## src/logic/spbcl_pkg.sv

```systemverilog
package spbcl_pkg;

  // ****************************************************************
  // Register map
  // ****************************************************************
  localparam logic [3:0] SPBCL_ADDR_STRAP = 4'h0; // Latched strap status, read only
  localparam logic [3:0] SPBCL_ADDR_OVR = 4'h1;   // Firmware override control
  localparam logic [3:0] SPBCL_ADDR_CFG = 4'h2;   // Effective configuration, read only
  localparam logic [31:0] SPBCL_RD_UNMAPPED = 32'h0000_0000;

  // ****************************************************************
  // Strap bit positions in the status word
  // ****************************************************************
  localparam int SPBCL_BIT_FLASH = 0;
  localparam int SPBCL_BIT_LOG = 1;
  localparam int SPBCL_BIT_BOOT_A = 2;
  localparam int SPBCL_BIT_BOOT_B = 3;
  localparam int SPBCL_BIT_SDIO = 4;
  localparam int SPBCL_NUM_STRAPS = 5;

  // ****************************************************************
  // Override register fields
  // ****************************************************************
  localparam int SPBCL_OVR_VSEL_EN = 0;
  localparam int SPBCL_OVR_VSEL_VAL = 1;
  localparam int SPBCL_OVR_EDGE_EN = 2;
  localparam int SPBCL_OVR_EDGE_LO = 3;
  localparam int SPBCL_OVR_EDGE_HI = 4;
  localparam logic [4:0] SPBCL_OVR_RESET = 5'h00;

  // ****************************************************************
  // Pull directions: 1 = pull-up, 0 = pull-down, per strap bit
  // ****************************************************************
  localparam logic [4:0] SPBCL_PULL_UP_MASK = 5'h16;

  // ****************************************************************
  // Types
  // ****************************************************************
  typedef enum logic [1:0] {
    SPBCL_EDGE_FS_FO,
    SPBCL_EDGE_FS_RO,
    SPBCL_EDGE_RS_FO,
    SPBCL_EDGE_RS_RO
  } spbcl_edge_t;

  typedef enum logic [1:0] {
    SPBCL_BOOT_SPI_FLASH,
    SPBCL_BOOT_DOWNLOAD,
    SPBCL_BOOT_UNDEFINED
  } spbcl_boot_t;

  // Packed MSB first, so the flash strap lands on bit 0 of the status word
  typedef struct packed {
    logic sdio_edge_strap;
    logic boot_mode_strap_b;
    logic boot_mode_strap_a;
    logic log_control_strap;
    logic flash_supply_strap;
  } spbcl_straps_t;

  typedef struct packed {
    spbcl_boot_t boot_source;
    logic vsel_1v8;
    logic boot_log_on;
    spbcl_edge_t sdio_edge;
  } spbcl_cfg_t;

endpackage : spbcl_pkg

```

## src/logic/spbcl_strap_latch.sv

```systemverilog
// Chosen here: the placing of the registers and the address-and-strobe port.
`timescale 1ns/1ps
`default_nettype none

module spbcl_strap_latch #(
  parameter int ADDR_W = 4
) (
  input wire logic i_clk,
  input wire logic i_sys_rst,
  input wire logic i_module_en,
  input wire logic [ADDR_W-1:0] i_addr,
  input wire logic [31:0] i_wdata,
  input wire logic i_wr,
  input wire logic i_rd,
  output var logic [31:0] o_rdata,
  input wire spbcl_pkg::spbcl_straps_t i_strap_pins,
  output var logic [4:0] o_pull_en,
  output var logic [4:0] o_pull_up,
  output var logic o_pins_normal,
  output var logic o_strap_valid,
  output var spbcl_pkg::spbcl_cfg_t o_cfg,
  output var logic o_uart0_transmit_log_en
);
  import spbcl_pkg::*;

  typedef enum logic [1:0] {
    SPBCL_ST_OFF,
    SPBCL_ST_RESET,
    SPBCL_ST_CAPTURE,
    SPBCL_ST_RUN
  } spbcl_state_t;

  // ****************************************************************
  // Decode helpers
  // ****************************************************************
  function automatic spbcl_edge_t spbcl_edge_dec(input logic hi, input logic lo);
    case ({hi, lo})
      2'b00: spbcl_edge_dec = SPBCL_EDGE_FS_FO;
      2'b01: spbcl_edge_dec = SPBCL_EDGE_FS_RO;
      2'b10: spbcl_edge_dec = SPBCL_EDGE_RS_FO;
      default: spbcl_edge_dec = SPBCL_EDGE_RS_RO;
    endcase
  endfunction : spbcl_edge_dec

  function automatic spbcl_boot_t spbcl_boot_dec(input logic a, input logic b);
    if (a) begin
      spbcl_boot_dec = SPBCL_BOOT_SPI_FLASH;
    end else if (!b) begin
      spbcl_boot_dec = SPBCL_BOOT_DOWNLOAD;
    end else begin
      spbcl_boot_dec = SPBCL_BOOT_UNDEFINED;
    end
  endfunction : spbcl_boot_dec

  // ****************************************************************
  // Pin synchroniser
  // ****************************************************************
  logic [4:0] pins_sync;

  spbcl_pin_sync #(
    .WIDTH(SPBCL_NUM_STRAPS)
  ) u_sync (
    .i_clk(i_clk),
    .i_sys_rst(i_sys_rst),
    .i_async(i_strap_pins),
    .i_rst_val(SPBCL_PULL_UP_MASK),
    .o_sync(pins_sync)
  );

  // ****************************************************************
  // Capture state machine
  // ****************************************************************
  spbcl_state_t state_reg;
  spbcl_state_t state_next;
  logic [4:0] strap_reg;
  logic [4:0] strap_next;
  logic valid_reg;
  logic valid_next;

  // Goes to OFF on reset, captures once two cycles after its release or after re-enable
  always_comb begin
    state_next = state_reg;
    strap_next = strap_reg;
    valid_next = valid_reg;
    case (state_reg)
      SPBCL_ST_OFF: begin
        if (i_module_en) begin
          state_next = SPBCL_ST_RESET;
        end
      end
      SPBCL_ST_RESET: begin
        state_next = SPBCL_ST_CAPTURE;
      end
      SPBCL_ST_CAPTURE: begin
        // Latch the held levels from the three-stage sampler and flag them valid
        strap_next = pins_sync;
        valid_next = 1'b1;
        state_next = SPBCL_ST_RUN;
      end
      SPBCL_ST_RUN: begin
        strap_next = strap_reg;
      end
      default: begin
        state_next = SPBCL_ST_OFF;
      end
    endcase
    if (!i_module_en) begin
      state_next = SPBCL_ST_OFF;
      valid_next = 1'b0;
    end
  end

  // Synchronous reset returns to the pull-hold phase
  always_ff @(posedge i_clk) begin
    if (i_sys_rst) begin
      state_reg <= SPBCL_ST_OFF;
      strap_reg <= SPBCL_PULL_UP_MASK;
      valid_reg <= 1'b0;
    end else begin
      state_reg <= state_next;
      strap_reg <= strap_next;
      valid_reg <= valid_next;
    end
  end

  // ****************************************************************
  // Register file
  // ****************************************************************
  logic [4:0] ovr_reg;
  logic [4:0] ovr_next;
  logic [31:0] rdata_reg;
  logic [31:0] rdata_next;
  spbcl_cfg_t cfg_now;

  // Override writes and read mux
  always_comb begin
    ovr_next = ovr_reg;
    rdata_next = SPBCL_RD_UNMAPPED;
    if (i_wr && i_addr == SPBCL_ADDR_OVR) begin
      ovr_next = i_wdata[4:0];
    end
    if (i_rd) begin
      case (i_addr)
        SPBCL_ADDR_STRAP: rdata_next = {27'h0, strap_reg};
        SPBCL_ADDR_OVR: rdata_next = {27'h0, ovr_reg};
        SPBCL_ADDR_CFG: rdata_next = {26'h0, cfg_now};
        default: rdata_next = SPBCL_RD_UNMAPPED;
      endcase
    end
  end

  always_ff @(posedge i_clk) begin
    if (i_sys_rst) begin
      ovr_reg <= SPBCL_OVR_RESET;
      rdata_reg <= 32'h0000_0000;
    end else begin
      ovr_reg <= ovr_next;
      rdata_reg <= rdata_next;
    end
  end

  // ****************************************************************
  // Configuration decode
  // ****************************************************************
  always_comb begin
    cfg_now.boot_source = spbcl_boot_dec(strap_reg[SPBCL_BIT_BOOT_A],
                                         strap_reg[SPBCL_BIT_BOOT_B]);
    cfg_now.vsel_1v8 = strap_reg[SPBCL_BIT_FLASH];
    cfg_now.boot_log_on = strap_reg[SPBCL_BIT_LOG];
    cfg_now.sdio_edge = spbcl_edge_dec(strap_reg[SPBCL_BIT_LOG],
                                       strap_reg[SPBCL_BIT_SDIO]);
    if (ovr_reg[SPBCL_OVR_VSEL_EN]) begin
      cfg_now.vsel_1v8 = ovr_reg[SPBCL_OVR_VSEL_VAL];
    end
    if (ovr_reg[SPBCL_OVR_EDGE_EN]) begin
      cfg_now.sdio_edge = spbcl_edge_dec(ovr_reg[SPBCL_OVR_EDGE_HI],
                                         ovr_reg[SPBCL_OVR_EDGE_LO]);
    end
  end

  spbcl_cfg_t cfg_reg;
  logic pull_reg;
  logic pull_next;

  // Pulls stay attached until the capture is done
  always_comb begin
    pull_next = (state_next != SPBCL_ST_RUN);
  end

  always_ff @(posedge i_clk) begin
    if (i_sys_rst) begin
      cfg_reg <= '0;
      pull_reg <= 1'b1;
    end else begin
      cfg_reg <= cfg_now;
      pull_reg <= pull_next;
    end
  end

  // ****************************************************************
  // Outputs
  // ****************************************************************
  assign o_rdata = rdata_reg;
  assign o_pull_en = {5{pull_reg}};
  assign o_pull_up = SPBCL_PULL_UP_MASK;
  assign o_pins_normal = ~pull_reg;
  assign o_strap_valid = valid_reg;
  assign o_cfg = cfg_reg;
  assign o_uart0_transmit_log_en = cfg_reg.boot_log_on & valid_reg;

endmodule : spbcl_strap_latch

`default_nettype wire

```

## src/logic/spbcl_pin_sync.sv

```systemverilog
`timescale 1ns/1ps
`default_nettype none

module spbcl_pin_sync #(
  parameter int WIDTH = 5
) (
  input wire logic i_clk,
  input wire logic i_sys_rst,
  input wire logic [WIDTH-1:0] i_async,
  input wire logic [WIDTH-1:0] i_rst_val,
  output var logic [WIDTH-1:0] o_sync
);

  logic [WIDTH-1:0] s1_reg;
  logic [WIDTH-1:0] s2_reg;
  logic [WIDTH-1:0] s3_reg;
  logic [WIDTH-1:0] out_reg;
  logic [WIDTH-1:0] out_next;

  // ****************************************************************
  // Three-stage sampler; a level counts once stages two and three agree
  // ****************************************************************
  always_comb begin
    out_next = out_reg;
    for (int i = 0; i < WIDTH; i++) begin
      if (s2_reg[i] == s3_reg[i]) begin
        out_next[i] = s3_reg[i];
      end
    end
  end

  // Registers only; stage one feeds stage two alone
  always_ff @(posedge i_clk) begin
    s1_reg <= i_async;
    s2_reg <= s1_reg;
    s3_reg <= s2_reg;
    if (i_sys_rst) begin
      out_reg <= i_rst_val;
    end else begin
      out_reg <= out_next;
    end
  end

  assign o_sync = out_reg;

endmodule : spbcl_pin_sync

`default_nettype wire

```

## config.mk

```make
export PLATFORM = sky130hd
export DESIGN_NAME = spbcl_strap_latch
export DESIGN_NICKNAME = d
export VERILOG_FILES = /design/src/logic/spbcl_pkg.sv /design/src/logic/spbcl_strap_latch.sv /design/src/logic/spbcl_pin_sync.sv
export SDC_FILE = /design/constraint.sdc
export NUM_CORES = 1
export LEC_CHECK = 0
export BUFFER_PORTS_ARGS = -buffer_cell sky130_fd_sc_hd__buf_2
export CORE_ASPECT_RATIO = 0.9
export CORE_UTILIZATION = 48
export CTS_CLUSTER_SIZE = 12
export DETAILED_ROUTE_END_ITERATION = 8
export GPL_ROUTABILITY_DRIVEN = 0
export GPL_TIMING_DRIVEN = 1
export PLACE_DENSITY_LB_ADDON = 0.1
export SYNTH_ARGS = -nofsm -noshare
export SYNTH_HDL_FRONTEND = slang
export SYNTH_HIERARCHICAL = 1
export SYNTH_SLANG_ARGS = --single-unit
```

## constraint.sdc

```tcl
create_clock -name i_clk -period 3.9 [get_ports i_clk]
set_clock_uncertainty 0.2 [all_clocks]
set_input_delay 0.975 -clock i_clk [delete_from_list [all_inputs] [get_ports i_clk]]
set_output_delay 0.975 -clock i_clk [all_outputs]
set_load 0.01 [all_outputs]
```

=== Yosys cells after proc, flatten, opt, wreduce, memory -nomap -nowiden ===
Cells that the tools add are included.
W data, S select, Z words.

* Equal/unequal tests: 14
* Multiplexer cells: 9
* Bitwise logic cells: 4
* Reduce and logical (&&, ||, !) cells: 7

{| class="wikitable"
|+ Operator list
! operator !! number
|-
| $pmux W2 S3 || 3
|-
| $pmux W6 S3 || 1
|-
| $mux W2 || 4
|-
| $eq A2 B1 Y1 const B || 3
|-
| $eq A2 B2 Y1 const B || 3
|-
| $logic_not A2 Y1 || 3
|-
| $eq A1 B1 Y1 || 5
|-
| $eq A4 B1 Y1 const B || 1
|-
| $eq A4 B2 Y1 const B || 1
|-
| $logic_not A4 Y1 || 1
|-
| $reduce_or A2 Y1 || 2
|-
| $not A1 Y1 || 3
|-
| $ne A2 B2 Y1 const B || 1
|-
| $and A1 B1 Y1 || 1
|-
| $logic_and A1 B1 Y1 || 1
|-
| $mux W1 || 1
|}

* Flip-flop bits (word level): 72
* Input port bits: 46
* Output and inout bits: 51
* Logic and storage cells: 52

=== Longest topological paths before layout ===
Gate-level depths: netlist of the first run.

* Depth after elaboration: 4
* Gate-level depth with buffers: 5
* Gate-level depth less buffers: 3

=== Hierarchy ===
Netlist of the first run, hierarchy kept.

{| class="wikitable"
|+ Modules (own cells, without submodules)
! module !! instances !! cells an instance !! area an instance (um2) !! sequential area each (um2)
|-
| spbcl_strap_latch || 1 || 138 || 1297.5 || 520.5
|-
| spbcl_pin_sync || 1 || 36 || 611.8 || 450.4
|}

=== Worst setup path after synthesis of the first run ===
Ideal clock, no wire load.

* Path type: input -> register
* From: input port i_addr[0]
* To: register rdata_reg[4], in the netlist o_rdata[4]
* Arrival time: 2.010 ns
* Data required time: 3.636 ns
* Setup slack: 1.626 ns
* Stages on the path: 4
* Cells stage by stage: buf_6 or4b_4 o32a_1 nor2_2

* Longest elaborated chain between the ends: 2
* Elaborated cells on any way between the ends: 4
* Classes of those cells: eq/ne (2); mux (1); reduce/logical (1)

{| class="wikitable"
|+ RTL lines
! item !! RTL line !! RTL
|-
| start: declaration || spbcl_strap_latch.sv:11 || <nowiki>input wire logic [ADDR_W-1:0] i_addr,</nowiki>
|-
| $eq A4 B2 Y1 (tied with other cells) || spbcl_strap_latch.sv:143 || <nowiki>case (i_addr)</nowiki>
|-
| $pmux W6 S3 * || spbcl_strap_latch.sv:143 ||
|-
| end signal: assignment || spbcl_strap_latch.sv:158 || <nowiki>rdata_reg <= rdata_next;</nowiki>
|-
| end: declaration || spbcl_strap_latch.sv:131 || <nowiki>logic [31:0] rdata_reg;</nowiki>
|}

Mark *: on every way between the ends. The rest lies on a longest branch, timed or not.
A chain may end at the register's enable or synchronous reset.

=== Final worst setup path of the first run ===
Same ends and word-level chain as after synthesis.

==> results of run 1 <==
-- per-layer routing --
| metal | track usage | part of all wire |
|---|---|---|
| met5 | 0 | 0 |
| met4 | 0.09821 | 0.028 |
| met3 | 0.05109 | 0.080 |
| met2 | 0.2143 | 0.46 |
| met1 | 0.1505 | 0.44 |
-- synthesized netlist by cell type --
cell type / instances
a211o_1: 3
o22a_1: 1
o32a_1: 1
mux2_4: 5
buf_4: 36
nand2_1: 2
a21oi_1: 1
mux2i_1: 15
nand2b_1: 16
nor2b_1: 6
conb_1: 2
or3_1: 1
nor2_2: 1
nor3b_1: 1
buf_1: 1
edfxtp_1: 5
inv_1: 2
a2bb2oi_1: 1
nor3_1: 1
xor2_1: 5
o22a_2: 2
buf_6: 2
clkbuf_1: 3
nor2_1: 15
nand4b_1: 1
dfxtp_1: 41
and3_1: 1
and2_1: 1
or4b_4: 1
or2_2: 1
-- power groups by stage --
stage	Combinational, mW	Clock [mW]	Sequential (mW)
floorplan	0.0762	0	0.520
global placement	0.0684	0	0.519
detailed placement	0.0701	0	0.520
CTS	0.0705	0.292	0.509
global route	0.0796	0.315	0.511
finish	0.0703	0.282	0.509
-- logic make-up (layout without fill, tap and decap cells) --
family          Yosys count  in the layout  synth area share
mux                      20             20            0.1180
other cells               2             36          0.003933
xor+xnor                  5              5           0.02293
buf+inv                  44             48            0.1651
flops                    46             46            0.5085
compound gates            9              9           0.04129
simple gates             48             48            0.1402
-- per-stage QoR --
step / instances / utilization
final: 258 / 0.5491
after global routing: 258 / 0.5491
after CTS: 258 / 0.5491
after detailed placement: 250 / 0.5261
after global placement: 250 / 0.5261
after floorplan: 208 / -
-- cell type report --
class	instances	area, um^2
Fill cell	336	1694
Sequential cell	46	970.9
Multi-Input combinational cell	118	750.7
Timing Repair Buffer	38	190.2
Clock buffer	6	72.57
Tap cell	46	57.56
Clock inverter	2	13.76
Inverter	2	7.507
-- how the worst max path moves through the flow --
stage                             start                     to  depth (start not counted)
floorplan                     i_addr[0]  o_rdata[4]$_SDFF_PP0_                          4
global placement              i_addr[0]  o_rdata[4]$_SDFF_PP0_                          4
detailed placement            i_addr[0]  o_rdata[4]$_SDFF_PP0_                          4
CTS                           i_addr[0]  o_rdata[4]$_SDFF_PP0_                          4
global route        pull_reg$_SDFF_PP1_          o_pins_normal                          2
finish                        i_addr[0]  o_rdata[4]$_SDFF_PP0_                          4
==> results by group, run 1 <==
Route
  – Post-DR vias/cell: between 4 and 5
  – DRT iter0 DRCs: 81
  – Drt drc: 0
  – Vias: 1,114
  – Routed Antenna Nets: 0
  – Avg WL per Cell: 10.36 um
  – Total Wirelength: 2674 um
  – First-pass DRT Iterations: 4

Clock network
  – H-tree depth: 2
  – Worst skew pair latency: 300 ps
  – CTS Buf Count: 5
  – CTS Hold Bufs: 0
  – Cts repair resizes: 0
  – CTS tree: built
  – Clock root cell: clkbuf_8
  – CTS sink cnt: 46
  – Clock Tree Buf Depth: 2
  – Clk slew on worst S/H paths: approximately 80 ps
  – Total setup buffers inserted after CTS: 0

Die
  – Die area: about 4200 um^2
  – IO Count: 97
  – Initial Utilization: 0.5082
  – Rows: 21
  – Chip height: 61.84 um
  – Die Wd: between 60 and 70 um
  – Core Box Area: 3757 um^2

GRT
  – Gr usage total: 0.1354
  – Largest net degree at the start of global routing: 34
  – Initial antenna violation count: 0
  – First-pass GRT wire length: a little under 4000 um
  – GRT overflow: 0
  – Vias in the first global route: 931

Worst hold path
  – Hold path endpoint: u_sync/s2_reg[3]$_DFF_P_
  – HP Class: flip-flop to flip-flop
  – Hold_sp: u_sync/s1_reg[3]$_DFF_P_
  – Worst hold path stage count: 0

Place
  – IO Port Bufs: 38
  – Post-DP Area: a little under 2000 um^2
  – Final HPWL DP: 1878 um
  – Pre-CTS WS: 1511 ps

Power
  – Pwr Total: 0.8616 mW
  – P_int: 0.6570 mW
  – Flop pwr share: 0.590
  – Switching Power: roughly 0.20 mW
  – Sw Share: 0.2375
  – LEAKAGE: 0.9342 nW
  – Power per cell area: 417.6 nW/um^2
  – Clk network pwr share: 0.328
  – Comb pwr share: 0.082
  – Max IR drop VDD: between 200 and 300 uV

STA
  – Tcrit/Tclk final: 0.5354
  – Hold Worst Slack: around 130 ps
  – Final worst-path setup slack: 1812 ps
  – Worst slew pin tran: 661.2 ps
  – RSZ-0062 raised after global routing: false
  – Final Hold Vio Count: 0
  – Max_slew headroom: 0.5583
  – F_max: around 0.48 GHz
  – Final setup vio count: 0
  – Setup TNS: 0 ps
  – Count of final max-slew check failures: 0
  – Final period demand of the worst path: about 2100 ps

Cells and area
  – P&R area growth vs syn: 8.060%
  – Layout net count: between 200 and 300
  – Commonest non-fill, non-tap cell in the layout: dfxtp_1
  – Antenna Cells: 0
  – Most frequent cells in the layout: 41 x dfxtp_1, 38 x buf_2, 36 x conb_1
  – Final instance area: 2063 um^2
  – Fraction of layout instances using a drive strength above 1: 0.2594

Critical path
  – Family with the most delay on the worst path: simple AND/OR/NAND/NOR gates
  – Reg2Reg Setup Slack: 2300 ps
  – Crit-path cells: buf_2, or4b_4, o32a_1, nor2_2
  – CP bufs+invs: 1
  – R2r startpoint: state_reg[1]$_SDFF_PP0_
  – Worst EP required: about 3900 ps
  – Reg2Reg Capture Point: strap_reg[2]$_SDFFE_PP1N_
  – Critical path arrival: 2130 ps
  – Delay of the slowest cell on the worst path: approximately 600 ps
  – CP Class: input port to flip-flop
  – Slowest cell on crit path: or4b_4
  – Startpoint types: input port
  – Critical path capture point type: flip-flop
  – Reg2reg path depth: 3
  – Worst-path maximum fanout: 8

Synth
  – Cells after synthesis: 174
  – Mapped Avg Cell Area: 10.97 um^2
  – Synth area leaders: dfxtp_1 43%, buf_4 14%, edfxtp_1 7.9%
  – Ys Warns: 6
  – Post-synthesis sequential area ratio: 0.5085
  – Yosys top cell area share: 0.4299
  – Yosys top cell by area: dfxtp_1
  – Synth cell types: 30
  – Seq cells post-synth: 46
  – Post-Syn Area: 1909 um^2

Run status
  – Status: completed

Job
  – Maxcap violations: 0
Power figures use the tool's default switching activity.
==> run 2, diff against run 1 <==
--- a/config.mk
+++ b/config.mk
@@ -7,7 +7,7 @@
 export LEC_CHECK = 0
 export BUFFER_PORTS_ARGS = -buffer_cell sky130_fd_sc_hd__buf_2
 export CORE_ASPECT_RATIO = 0.9
-export CORE_UTILIZATION = 48
+export CORE_UTILIZATION = 45
 export CTS_CLUSTER_SIZE = 12
 export DETAILED_ROUTE_END_ITERATION = 8
 export GPL_ROUTABILITY_DRIVEN = 0
==> constraint.sdc (replaced) <==
create_clock -name i_clk -period 2 [get_ports i_clk]
set_clock_uncertainty 0.2 [all_clocks]
set_input_delay 0.5 -clock i_clk [delete_from_list [all_inputs] [get_ports i_clk]]
set_output_delay 0.5 -clock i_clk [all_outputs]
set_load 0.01 [all_outputs]
==> results by group, run 2 (synthesis results as in run 1) <==
GRT
  – Largest net degree at the start of global routing: 34
  – Vias in the first global route: 974
  – Gr usage total: 0.1266
  – GRT overflow: 0
  – First-pass GRT wire length: between 4000 and 5000 um
  – Initial antenna violation count: 0

Route
  – DRT iter0 DRCs: 66
  – First-pass DRT Iterations: 7
  – Routed Antenna Nets: 0
  – Total Wirelength: about 2700 um
  – Post-DR vias/cell: 4.401
  – Drt drc: 18
  – Avg WL per Cell: 10.21 um
  – Vias: around 1,200

Power
  – Max IR drop VDD: 592.9 uV
  – LEAKAGE: 0.9489 nW
  – Power per cell area: 837.2 nW/um^2
  – Pwr Total: 1.758 mW

Clock network
  – Total setup buffers inserted after CTS: 0
  – H-tree depth: 2
  – CTS Buf Count: 5
  – CTS sink cnt: 46
  – Clk slew on worst S/H paths: 80 ps
  – Clock Tree Buf Depth: 2
  – Clock root cell: clkbuf_8
  – CTS tree: built
  – CTS Hold Bufs: 0
  – Worst skew pair latency: 300 ps
  – Cts repair resizes: 0

Run status
  – Status: finished, violations left
  – Failing checks: design-rule violations

STA
  – Final period demand of the worst path: 1575 ps
  – Worst slew pin tran: 541.3 ps
  – Setup TNS: 0 ps
  – Tcrit/Tclk final: 0.7874
  – Final setup vio count: 0
  – Final worst-path setup slack: about 430 ps
  – Final Hold Vio Count: 0
  – RSZ-0062 raised after global routing: false
  – Max_slew headroom: 0.6391
  – Count of final max-slew check failures: 0
  – F_max: 0.6350 GHz

Die
  – Die area: 4508 um^2
  – Chip height: between 60 and 70 um
  – Initial Utilization: 0.4687
  – Die Wd: 70.66 um
  – IO Count: 97
  – Core Box Area: 4074 um^2
  – Rows: 22

Cells and area
  – Fraction of layout instances using a drive strength above 1: 0.2664
  – Register area: between 900 and 1000 um^2
  – Area of the multi-input gates: 750.7 um^2
  – Commonest non-fill, non-tap cell in the layout: dfxtp_1
  – Fill cells: 383
  – Antenna Cells: 0
  – P&R area growth vs syn: 9.961%
  – Cell Count, Final, Fillers Out: ~260
  – Layout net count: 259
  – Final instance area: 2100 um^2
  – Most frequent cells in the layout: 41 x dfxtp_1, 38 x buf_2, 36 x conb_1

Place
  – Final HPWL DP: between 1500 and 2000 um
  – Pre-CTS WS: 161.2 ps
  – Dpl cells: 254
  – Post-DP Area: 1994 um^2
  – IO Port Bufs: 38

Critical path
  – Startpoint types: flip-flop
  – Critical path capture point type: primary output
  – Worst EP required: roughly 1300 ps
  – Worst-path maximum fanout: 3
  – Reg2reg path depth: 4
  – CP Class: flip-flop to primary output
  – Reg2Reg Capture Point: strap_reg[4]$_SDFFE_PP1N_
  – R2r startpoint: state_reg[1]$_SDFF_PP0_
  – Reg2Reg Setup Slack: 720 ps
  – Critical path arrival: 870 ps

Worst hold path
  – HP Class: input port to flip-flop
  – Hold path endpoint: u_sync/s1_reg[4]$_DFF_P_
  – Hold_sp: i_strap_pins[4]
  – Worst hold path stage count: 1

Job
  – Maxcap violations: 0
-- run 2: how the worst max path moves through the flow --
stage | start | end | slack, ps | depth (start not counted)
finish | o_strap_valid$_SDFFE_PP0N_ | o_uart0_transmit_log_en | 430 | 2
detailed placement | i_addr[0] | o_rdata[4]$_SDFF_PP0_ | 160 | 4
global placement | i_addr[0] | o_rdata[4]$_SDFF_PP0_ | 160 | 4
floorplan | i_addr[0] | o_rdata[4]$_SDFF_PP0_ | 200 | 4
CTS | o_strap_valid$_SDFFE_PP0N_ | o_uart0_transmit_log_en | 400 | 2
global route | pull_reg$_SDFF_PP1_ | o_pins_normal | 360 | 2
-- run 2: layout make-up --
cell class,count,area share
inverters,2,0.003576
repair buffers,40,0.09774
clock buffers,7,0.04648
well taps,48,0.02861
clock inverters,1,0.003576
flip-flops and latches,46,0.4625
multi-input cells,118,0.3576
-- run 2: critical path, cell delays in order, from the launching register on --
cell,delay (ps)
dfxtp_1,350
and2_1,120
buf_2,120
-- run 2: power breakdown --
group          internal [mW]  switching [mW]  leakage (nW)
Combinational         0.0628          0.0779         0.510
Sequential             0.974          0.0188         0.389
Clock                  0.322           0.302        0.0496
-- run 2: layer usage --
layer,track usage,wire length [um],vias up
met3,0.05363,219,5
met2,0.2039,1202,55
met1,0.1460,1211,519
li1,-,-,574
met5,0,0,-
met4,0.06000,42,0
-- run 2: per-stage QoR --
stage	hold slack, ps	util
final	95.31	0.5154
after CTS	89.53	0.5154
after global routing	83.36	0.5154
after detailed placement	112.8	0.4896
after floorplan	109.6	-
after global placement	110.9	0.4896
